==> config.mk <==
export PLATFORM = sky130hd
export DESIGN_NAME = mpf_pause_ctrl
export DESIGN_NICKNAME = d
export VERILOG_FILES = /design/src/mpf_pkg.sv /design/src/mpf_pause_ctrl.sv
export SDC_FILE = /design/constraint.sdc
export NUM_CORES = 1
export LEC_CHECK = 0
export ABC_CLOCK_PERIOD_IN_PS = 7290
export BUFFER_PORTS_ARGS = -buffer_cell sky130_fd_sc_hd__clkbuf_2
export CORE_UTILIZATION = 29
export DETAILED_ROUTE_END_ITERATION = 16
export GPL_TIMING_DRIVEN = 1
export PLACE_DENSITY = 0.44
export REMOVE_ABC_BUFFERS = 1
export SYNTH_ARGS = -nofsm -noshare
export SYNTH_HDL_FRONTEND = slang
export SYNTH_SLANG_ARGS = --single-unit
export TNS_END_PERCENT = 1
==> constraint.sdc <==
create_clock -name clk_sys -period 7.29 [get_ports clk_sys]
set_input_delay 0 -clock clk_sys [delete_from_list [all_inputs] [get_ports clk_sys]]
set_output_delay 0 -clock clk_sys [all_outputs]
set_load 0.03 [all_outputs]
==> src/mpf_pkg.sv <==
// Constants and types shared by the pause flow control block
package mpf_pkg;

   // ------------------------------------------------------------
   // Register offsets (byte addresses)
   // ------------------------------------------------------------
   localparam logic [7:0] MPF_REG_CFG = 8'h00;
   localparam logic [7:0] MPF_REG_PTIME = 8'h04;
   localparam logic [7:0] MPF_REG_THRESH = 8'h08;
   localparam logic [7:0] MPF_REG_STATUS = 8'h0c;
   localparam logic [7:0] MPF_REG_TXCNT = 8'h10;
   localparam logic [7:0] MPF_REG_RXCNT = 8'h14;

   // ------------------------------------------------------------
   // Field positions and reset values
   // ------------------------------------------------------------
   localparam int MPF_CFG_SEND_EN_BIT = 0;
   localparam int MPF_CFG_HONOR_BIT = 2;
   localparam int MPF_CFG_REPAUSE_BIT = 3;
   localparam int MPF_CFG_RESUME_BIT = 4;
   localparam int MPF_CFG_DROP_BIT = 5;
   localparam int MPF_STAT_PAUSED_BIT = 0;
   localparam int MPF_STAT_SENDING_BIT = 1;
   localparam logic [7:0] MPF_CFG_RST = 8'h04;
   localparam logic [15:0] MPF_PTIME_RST = 16'h4000;
   localparam logic [11:0] MPF_THRESH_RST = 12'h800;
   localparam logic [15:0] MPF_OWN_MASK = 16'hffe0;
   localparam logic [15:0] MPF_PTIME_MIN = 16'h0020;

   // ------------------------------------------------------------
   // Frame layout
   // ------------------------------------------------------------
   localparam int MPF_FILL_W = 12;
   localparam logic [47:0] MPF_MCAST_DA = 48'h0180c2000001;
   localparam logic [5:0] MPF_POS_TYPE_HI = 6'h0c;
   localparam logic [5:0] MPF_POS_TYPE_LO = 6'h0d;
   localparam logic [5:0] MPF_POS_OP_HI = 6'h0e;
   localparam logic [5:0] MPF_POS_OP_LO = 6'h0f;
   localparam logic [5:0] MPF_POS_TIME_HI = 6'h10;
   localparam logic [5:0] MPF_POS_TIME_LO = 6'h11;
   localparam logic [5:0] MPF_POS_DA_END = 6'h06;
   localparam logic [5:0] MPF_FRAME_MIN = 6'h3c;
   localparam logic [7:0] MPF_TYPE_HI = 8'h88;
   localparam logic [7:0] MPF_TYPE_LO = 8'h80;
   localparam logic [7:0] MPF_OP_HI = 8'h00;
   localparam logic [7:0] MPF_OP_LO = 8'h01;

   // ------------------------------------------------------------
   // Slot timing
   // ------------------------------------------------------------
   localparam int MPF_SLOT_BITS = 512;
   localparam int MPF_CLK_NS = 10;
   localparam int MPF_BIT_NS_100 = 10;
   localparam int MPF_BIT_NS_10 = 100;
   localparam int MPF_SLOT_CYC_100 = MPF_SLOT_BITS * MPF_BIT_NS_100 / MPF_CLK_NS;
   localparam int MPF_SLOT_CYC_10 = MPF_SLOT_BITS * MPF_BIT_NS_10 / MPF_CLK_NS;

   typedef enum logic [3:0] {
      MPF_IDLE = 4'b0001,
      MPF_SEND = 4'b0010,
      MPF_WAIT = 4'b0100,
      MPF_XON = 4'b1000
   } mpf_state_t;

endpackage
==> src/mpf_pause_ctrl.sv <==
// Pause frame flow control: pause reception, tx hold, pause generation
// How it works
// - Pause frame is a 64-byte minimum frame; code accepts 60 bytes or more
// - Recognise type bytes 88 then 80
// - Accept own address or reserved multicast address
// - React within 512 bit times of end
// - Resume on expiry or zero-time pause
// - Load 16-bit counter; decrement per slot; hold zero
// - Nonzero counter blocks new data frames only
// - Act on pause whatever receive FIFO fill
// - Store pause frame if room; drop multicast optionally
// - Above threshold: congested, send configured pause
// - Queue pause until current transmit ends; tx_busy is not used, request is raised at once
// - Stay congested until receive FIFO empty
// - Re-pause mode: repeat pause before own expiry
// - Resume mode: zero-time pause once FIFO empty
// - After own pause expiry, watch FIFO again
// - Both modes combine: resume or re-pause
// - Send full time; own timer low bits cleared
// - Time below 32: no own timer, repeat
// - Time below 32, resume only: no resume
// - Status paused/sending; count sent and received pauses
// - Pause time 16 bits, default 4000h
// - Config byte: honor, re-pause, resume, drop bits
//
// The register offsets and strobed register access were left to the implementer.
module mpf_pause_ctrl #(
   parameter int SLOT_CYC_10 = mpf_pkg::MPF_SLOT_CYC_10
) (
   input wire logic clk_sys, // System clock
   input wire logic rst_n, // Async reset
   input wire logic [7:0] reg_addr, // Register byte address
   input wire logic [31:0] reg_wdata, // Write data
   input wire logic reg_wr, // Write strobe
   input wire logic reg_rd, // Read strobe
   output logic [31:0] reg_rdata, // Read data, cycle after strobe
   input wire logic [47:0] station_addr, // Own individual address
   input wire logic link_speed_100, // 1: 100 Mb/s, 0: 10 Mb/s
   input wire logic rx_byte_valid, // Received byte strobe
   input wire logic [7:0] rx_byte, // Received byte
   input wire logic rx_frame_end, // End of received frame
   input wire logic rx_frame_good, // Frame CRC good, with end
   input wire logic rx_fifo_room, // Receive FIFO has room
   input wire logic [mpf_pkg::MPF_FILL_W-1:0] rx_fifo_level, // Fill bytes
   output logic rx_fc_discard, // Pause frame not to be stored
   input wire logic tx_busy, // Transmitter sending a frame
   output logic tx_data_allow, // New data frame may start
   output logic tx_pause_req, // Pause frame wanted
   output logic [15:0] tx_pause_value, // Time field to send
   input wire logic tx_pause_done // Pause frame sent
);
   import mpf_pkg::*;

   // ------------------------------------------------------------
   // Registers
   // ------------------------------------------------------------
   logic [7:0] cfg_ff;
   logic [15:0] ptime_ff;
   logic [MPF_FILL_W-1:0] thresh_ff;
   logic [15:0] txcnt_ff;
   logic [15:0] rxcnt_ff;
   logic [31:0] rdata_ff;
   logic [31:0] nxt_rdata;
   logic [12:0] slot_ff;
   logic [5:0] bcnt_ff;
   logic indiv_ok_ff;
   logic mcast_ok_ff;
   logic type_ok_ff;
   logic op_ok_ff;
   logic [15:0] rx_time_ff;
   logic [15:0] pause_cnt_ff;
   logic [15:0] own_cnt_ff;
   logic cong_ff;
   logic xon_sent_ff;
   logic allow_ff;
   logic discard_ff;
   logic req_ff;
   logic [15:0] value_ff;
   mpf_state_t state_ff;
   mpf_state_t nxt_state;

   // ------------------------------------------------------------
   // Decode
   // ------------------------------------------------------------
   wire honor_en = cfg_ff[MPF_CFG_HONOR_BIT];
   wire send_en = cfg_ff[MPF_CFG_SEND_EN_BIT];
   wire repause = cfg_ff[MPF_CFG_REPAUSE_BIT];
   wire resume = cfg_ff[MPF_CFG_RESUME_BIT];
   wire drop_mc = cfg_ff[MPF_CFG_DROP_BIT];
   wire wr_cfg = reg_wr && (reg_addr == MPF_REG_CFG);
   wire wr_ptime = reg_wr && (reg_addr == MPF_REG_PTIME);
   wire wr_thresh = reg_wr && (reg_addr == MPF_REG_THRESH);
   wire [31:0] status_word = {30'h0, req_ff, pause_cnt_ff != 16'h0};
   wire fifo_empty = (rx_fifo_level == '0);
   wire over_thresh = (rx_fifo_level > thresh_ff);
   wire ptime_big = (ptime_ff >= MPF_PTIME_MIN);
   wire [12:0] slot_last = link_speed_100 ?
      13'(MPF_SLOT_CYC_100 - 1) : 13'(SLOT_CYC_10 - 1);
   wire slot_tick = (slot_ff >= slot_last);

   always_comb begin
      case (reg_addr)
         MPF_REG_CFG: nxt_rdata = {24'h0, cfg_ff};
         MPF_REG_PTIME: nxt_rdata = {16'h0, ptime_ff};
         MPF_REG_THRESH: nxt_rdata = {20'h0, thresh_ff};
         MPF_REG_STATUS: nxt_rdata = status_word;
         MPF_REG_TXCNT: nxt_rdata = {16'h0, txcnt_ff};
         MPF_REG_RXCNT: nxt_rdata = {16'h0, rxcnt_ff};
         default: nxt_rdata = 32'h0;
      endcase
   end

   always_ff @(posedge clk_sys or negedge rst_n) begin
      if (!rst_n) begin
         cfg_ff <= MPF_CFG_RST;
         ptime_ff <= MPF_PTIME_RST;
         thresh_ff <= MPF_THRESH_RST;
         rdata_ff <= 32'h0;
      end else begin
         if (wr_cfg) cfg_ff <= reg_wdata[7:0];
         if (wr_ptime) ptime_ff <= reg_wdata[15:0];
         if (wr_thresh) thresh_ff <= reg_wdata[MPF_FILL_W-1:0];
         rdata_ff <= reg_rd ? nxt_rdata : 32'h0;
      end
   end

   // ------------------------------------------------------------
   // Slot time prescaler
   // ------------------------------------------------------------
   always_ff @(posedge clk_sys or negedge rst_n) begin
      if (!rst_n) slot_ff <= 13'h0;
      else slot_ff <= slot_tick ? 13'h0 : slot_ff + 13'h1;
   end

   // ------------------------------------------------------------
   // Received pause frame parser
   // ------------------------------------------------------------
   wire [47:0] own_sh = station_addr << {bcnt_ff[2:0], 3'b000};
   wire [47:0] mc_sh = MPF_MCAST_DA << {bcnt_ff[2:0], 3'b000};
   wire in_da = (bcnt_ff < MPF_POS_DA_END);
   wire own_match = (rx_byte == own_sh[47:40]);
   wire mc_match = (rx_byte == mc_sh[47:40]);
   wire [5:0] nxt_bcnt = (bcnt_ff == 6'h3f) ? bcnt_ff : bcnt_ff + 6'h1;
   wire fc_frame = rx_frame_end && rx_frame_good && type_ok_ff &&
      op_ok_ff && (bcnt_ff >= MPF_FRAME_MIN);
   wire fc_addr = indiv_ok_ff || mcast_ok_ff;
   wire pause_hit = fc_frame && fc_addr && honor_en;
   wire fc_keep = rx_fifo_room && (indiv_ok_ff || !drop_mc);

   always_ff @(posedge clk_sys or negedge rst_n) begin
      if (!rst_n) begin
         bcnt_ff <= 6'h0;
         indiv_ok_ff <= 1'b1;
         mcast_ok_ff <= 1'b1;
      end else if (rx_frame_end) begin
         bcnt_ff <= 6'h0;
         indiv_ok_ff <= 1'b1;
         mcast_ok_ff <= 1'b1;
      end else if (rx_byte_valid) begin
         bcnt_ff <= nxt_bcnt;
         if (in_da) indiv_ok_ff <= indiv_ok_ff && own_match;
         if (in_da) mcast_ok_ff <= mcast_ok_ff && mc_match;
      end
   end

   always_ff @(posedge clk_sys or negedge rst_n) begin
      if (!rst_n) begin
         type_ok_ff <= 1'b0;
         op_ok_ff <= 1'b0;
         rx_time_ff <= 16'h0;
      end else if (rx_byte_valid && !rx_frame_end) begin
         case (bcnt_ff)
            MPF_POS_TYPE_HI: type_ok_ff <= (rx_byte == MPF_TYPE_HI);
            MPF_POS_TYPE_LO:
               type_ok_ff <= type_ok_ff && (rx_byte == MPF_TYPE_LO);
            MPF_POS_OP_HI: op_ok_ff <= (rx_byte == MPF_OP_HI);
            MPF_POS_OP_LO: op_ok_ff <= op_ok_ff && (rx_byte == MPF_OP_LO);
            MPF_POS_TIME_HI: rx_time_ff[15:8] <= rx_byte;
            MPF_POS_TIME_LO: rx_time_ff[7:0] <= rx_byte;
            default: ;
         endcase
      end
   end

   // ------------------------------------------------------------
   // Pause counter and transmit hold
   // ------------------------------------------------------------
   always_ff @(posedge clk_sys or negedge rst_n) begin
      if (!rst_n) begin
         pause_cnt_ff <= 16'h0;
         allow_ff <= 1'b1;
         discard_ff <= 1'b0;
         rxcnt_ff <= 16'h0;
      end else begin
         if (pause_hit) pause_cnt_ff <= rx_time_ff;
         else if (slot_tick && pause_cnt_ff != 16'h0)
            pause_cnt_ff <= pause_cnt_ff - 16'h1;
         allow_ff <= !(honor_en && pause_cnt_ff != 16'h0);
         discard_ff <= fc_frame && fc_addr && !fc_keep;
         if (pause_hit) rxcnt_ff <= rxcnt_ff + 16'h1;
      end
   end

   // ------------------------------------------------------------
   // Congestion and pause generation
   // ------------------------------------------------------------
   wire own_done = (own_cnt_ff == 16'h0);
   wire xon_ok = resume && fifo_empty && !xon_sent_ff &&
      (ptime_big || repause);
   wire repeat_ok = repause && cong_ff && !fifo_empty && own_done &&
      !xon_sent_ff;

   always_comb begin
      nxt_state = state_ff;
      case (state_ff)
         MPF_IDLE:
            if (send_en && over_thresh) nxt_state = MPF_SEND;
         MPF_SEND:
            if (tx_pause_done) nxt_state = MPF_WAIT;
         MPF_WAIT: begin
            if (xon_ok) nxt_state = MPF_XON;
            else if (repeat_ok) nxt_state = MPF_SEND;
            else if (own_done && (fifo_empty || !repause) && !resume)
               nxt_state = MPF_IDLE;
            else if (own_done && (xon_sent_ff || !ptime_big))
               nxt_state = MPF_IDLE;
         end
         MPF_XON:
            if (tx_pause_done) nxt_state = MPF_WAIT;
         default: nxt_state = MPF_IDLE;
      endcase
   end

   wire enter_send = (nxt_state == MPF_SEND) && (state_ff != MPF_SEND);
   wire enter_xon = (nxt_state == MPF_XON) && (state_ff != MPF_XON);
   wire sent_pause = (state_ff == MPF_SEND) && tx_pause_done;
   wire sent_frame = sent_pause || ((state_ff == MPF_XON) && tx_pause_done);

   always_ff @(posedge clk_sys or negedge rst_n) begin
      if (!rst_n) begin
         state_ff <= MPF_IDLE;
         req_ff <= 1'b0;
         value_ff <= 16'h0;
         txcnt_ff <= 16'h0;
      end else begin
         state_ff <= nxt_state;
         // Request held until the transmitter finishes its frame
         if (enter_send || enter_xon) req_ff <= 1'b1;
         else if (tx_pause_done) req_ff <= 1'b0;
         if (enter_send) value_ff <= ptime_ff;
         else if (enter_xon) value_ff <= 16'h0;
         if (sent_frame) txcnt_ff <= txcnt_ff + 16'h1;
      end
   end

   always_ff @(posedge clk_sys or negedge rst_n) begin
      if (!rst_n) begin
         own_cnt_ff <= 16'h0;
         cong_ff <= 1'b0;
         xon_sent_ff <= 1'b0;
      end else begin
         if (sent_pause)
            own_cnt_ff <= ptime_big ? (ptime_ff & MPF_OWN_MASK)
               : 16'h0;
         else if (slot_tick && !own_done)
            own_cnt_ff <= own_cnt_ff - 16'h1;
         if (over_thresh && send_en) cong_ff <= 1'b1;
         else if (fifo_empty) cong_ff <= 1'b0;
         if (state_ff == MPF_XON && tx_pause_done) xon_sent_ff <= 1'b1;
         else if (state_ff == MPF_IDLE || sent_pause) xon_sent_ff <= 1'b0;
      end
   end

   // ------------------------------------------------------------
   // Outputs
   // ------------------------------------------------------------
   assign reg_rdata = rdata_ff;
   assign rx_fc_discard = discard_ff;
   assign tx_data_allow = allow_ff;
   assign tx_pause_req = req_ff;
   assign tx_pause_value = value_ff;

   // ------------------------------------------------------------
   // Checks
   // ------------------------------------------------------------
   a_hold_when_paused: assert property (
      @(posedge clk_sys) disable iff (!rst_n)
      (honor_en && pause_cnt_ff != 16'h0) |=> !tx_data_allow)
      else $error("data frames allowed while paused");

   a_reload_on_pause: assert property (
      @(posedge clk_sys) disable iff (!rst_n)
      pause_hit |=> pause_cnt_ff == $past(rx_time_ff))
      else $error("pause counter not loaded from frame");

   a_zero_time_resume: assert property (
      @(posedge clk_sys) disable iff (!rst_n)
      (pause_hit && rx_time_ff == 16'h0) |=> ##1 tx_data_allow)
      else $error("zero-time pause did not release transmit");

   a_count_down_slot: assert property (
      @(posedge clk_sys) disable iff (!rst_n)
      (slot_tick && !pause_hit && pause_cnt_ff != 16'h0)
      |=> pause_cnt_ff == $past(pause_cnt_ff) - 16'h1)
      else $error("pause counter missed a slot");

   a_keep_indiv_frame: assert property (
      @(posedge clk_sys) disable iff (!rst_n)
      (fc_frame && indiv_ok_ff && rx_fifo_room) |=> !rx_fc_discard)
      else $error("individual pause frame discarded");

   a_own_timer_mask: assert property (
      @(posedge clk_sys) disable iff (!rst_n)
      (sent_pause && ptime_big) |=> own_cnt_ff == (ptime_ff & MPF_OWN_MASK))
      else $error("own timer load wrong");

   a_small_no_timer: assert property (
      @(posedge clk_sys) disable iff (!rst_n)
      (sent_pause && !ptime_big) |=> own_cnt_ff == 16'h0)
      else $error("own timer loaded for short time");

   a_stay_congested: assert property (
      @(posedge clk_sys) disable iff (!rst_n)
      (cong_ff && !fifo_empty) |=> cong_ff)
      else $error("congestion left with bytes in fifo");

   a_count_received: assert property (
      @(posedge clk_sys) disable iff (!rst_n)
      pause_hit |=> rxcnt_ff == $past(rxcnt_ff) + 16'h1)
      else $error("received pause not counted");

   a_req_until_done: assert property (
      @(posedge clk_sys) disable iff (!rst_n)
      (tx_pause_req && !tx_pause_done) |=> tx_pause_req)
      else $error("pause request withdrawn before sent");

endmodule // mpf_pause_ctrl

==> results.ini <==
[floorplanning]
fp.dieW_um=183.1
core.rowCount=65
die_y_um=183.1
start_util_pct=29.82
core_um2=31880
boundaryPins=170
die_area_um2=33510

[grt]
grt_pass1_wl_um=39480
grt-ovfl-total=0
grt_max_degree=106
grt.total_usage_pct=15.05
antenna_found_initial=2
grt_pass1_vias=7162

[worst_setup_path]
crit_type=flip-flop to flip-flop
regToRegSetupSlack_ns=4.38
required_ns=7.64
critPathCaptureType=flip-flop
cp_max_fo=24
timing.rr.start=slot_ff[9]
rr_endpoint=pause_cnt_ff[8]
crit_arrival_ns=3.26
worstSetupStartpointType=flip-flop
reg2regPathDepth=7

[clock_network]
cts_made_buffers=17
root_buffer=clkbuf_16
htreeDepth=4
cts_sinks=180
cts.clk_slew.worst_paths_ns=0.07
clk_path_buf_depth=2
cts_tree=built
clk_latency_ns=0.44
post_cts_resize_count=0

[detailed_routing]
vias=7182
drc_errors=0
drt_iter0_drc=509
drt_pass1_iterations=5
antenna_left=0
wl_um=24340
drt-vias-per-instance=4.807
routedWlPerCell_um=16.29

[power_and_ir_drop]
ir_drop_uv=157.8
leakagePower_uw=0.005225
p_per_area_nw_per_um2=230.8
p_total_uw=2652

[hold_path]
hold_class=input port to flip-flop
hold_path_end=cong_ff
hold_depth=4
min-delay-start=rx_fifo_level[4]

[synth]
synth_top_area_cell=dfrtp_1
synth-seq-cells=180
ys_seq_area_share_pct=47.47
synth_area_um2=9508
synth.avg_cell_area_um2=10.62
synth-warning-count=0
synth_cells=895
yosysUniqueCellTypes=73
synth-edff-count=0
synth.top_cell.area_share_pct=45.53
synthTopCellsByArea=dfrtp_1, mux2_2, xor2_1
ys.flop_type=dfrtp_1
async_flop_share_pct=100.0

[flow_run]
drv_cap=0

[run_status]
status=complete, no violations

[sta]
worst_pin_slew_ns=1.147
hold_viol=0
post-route-min-period_ns=2.913
max_freq_mhz=343.3
rsz0062_at_grt=false
fin_skew_ns=0.01992
fin_crit_sh_pct=39.96
maxSlewViolCount=0
setup_viol=0
timing.slew.headroom_pct=23.17
fin_tns_setup_ns=0

[cells_and_area]
final_cell_mix=dfrtp_1, clkbuf_2, nor2_1, nand2_1, xor2_1
area_delta_synth_final_pct=20.86
drive_above_1_share_pct=24.22
nNetsFinal=1187
fill_cells=3287
mostFrequentLayoutCell=dfrtp_1

[placement]
gp_congestion=0.7945
port_buffers=136
dp_hpwl_um=17650

worst max path at each step:
stage,to,cells after the start,from,slack [ns]
after floorplan,rxcnt_ff[11],6,bcnt_ff[2],4.46
after CTS,pause_cnt_ff[13],7,slot_ff[9],4.33
after global routing,pause_cnt_ff[8],7,slot_ff[12],4.07
after detailed placement,pause_cnt_ff[8],7,slot_ff[9],4.34
final,pause_cnt_ff[8],7,slot_ff[9],4.38
after global placement,pause_cnt_ff[13],7,slot_ff[9],4.35
report_power, final:
| group | switching (µW) | total, µW | internal, µW |
|---|---|---|---|
| Clock | 468 | 971 | 503 |
| Combinational | 253 | 459 | 206 |
| Sequential | 114 | 1220 | 1110 |
repair_timing:
item	CTS	global route
hold buffers	30	0
buffers inserted	0	0
endpoints found under the hold margin	158	0
critical path: stages (launching register included):
cell     delay, ns
dfrtp_1       0.42
ha_1          0.29
nand2_1       0.05
or4b_1        0.57
nand2_1       0.63
nand3_1       0.26
or4_1         0.44
a31oi_1       0.16
layout make-up:
| cell class | count | area [µm²] | area share, % |
|---|---|---|---|
| antenna | 2 | 5.005 | 0.04355 |
| clock buffer | 17 | 425.4 | 3.702 |
| clock inverter | 15 | 210.2 | 1.829 |
| inverter | 33 | 123.9 | 1.078 |
| multi-input combinational | 641 | 4642 | 40.40 |
| sequential | 180 | 4513 | 39.27 |
| tap | 435 | 544.3 | 4.737 |
| timing repair buffer | 171 | 1027 | 8.940 |
flip-flops by register name, indices dropped and copies added (netlist names), 16 cells and up:
signal / count
own_cnt_ff: 16
pause_cnt_ff: 16
ptime_ff: 16
reg_rdata: 16
rx_time_ff: 16
rxcnt_ff: 16
tx_pause_value: 16
txcnt_ff: 16
cells in the mapped netlist (all sizes together) (4+ instances only):
master	number
dfrtp	173
nor2	74
nand2	68
mux2	56
xor2	47
xnor2	38
inv	33
nand3	32
buf	31
a21oi	28
o21ai	27
clkbuf	25
ha	24
nand4	24
a22o	17
a22oi	15
nor4	15
mux2i	14
and3	13
a222oi	11
nor3	10
a31oi	9
nor2b	9
nand4b	8
dfstp	7
mux4	6
or4	6
or3	5
a211oi	4
a21boi	4
a21o	4
and2	4
nand2b	4
nor3b	4
nor4b	4
o31ai	4
metal layers:
layer  vias up  share of wire (%)  track usage, %
met4         0               0.77           3.700
met5         -                  0               0
met3        10                4.1           2.621
met1      3511                 48           20.53
met2       164                 47           24.67
li1       3497                  -               -
cell families after synthesis:
family                   count (synthesis)  synth area share (%)
flip-flops                             180                 47.47
XOR/XNOR                                85                 7.830
adder cells (fa/ha/maj)                 25                 3.264
AO/OA/AOI/OAI                          148                 10.95
other                                    1               0.03944
buffers and inverters                   89                 4.395
multiplexers                            76                 9.922
AND/OR/NAND/NOR                        291                 16.13
per-stage QoR:
step                      hold WS [ns]  cells  instance area [µm²]  setup slack [ns]  util [%]
final                          0.03001   1494                11490             4.377     36.04
after floorplan                -0.2956    854                 9270             4.455         -
after CTS                      0.01085   1492                11490             4.326     36.03
after detailed placement        0.1805   1430                10550             4.337     33.09
after global placement          0.1813   1430                10550             4.352     33.09
after global routing           0.02620   1494                11490             4.073     36.04
Power figures use the tool's default switching activity.
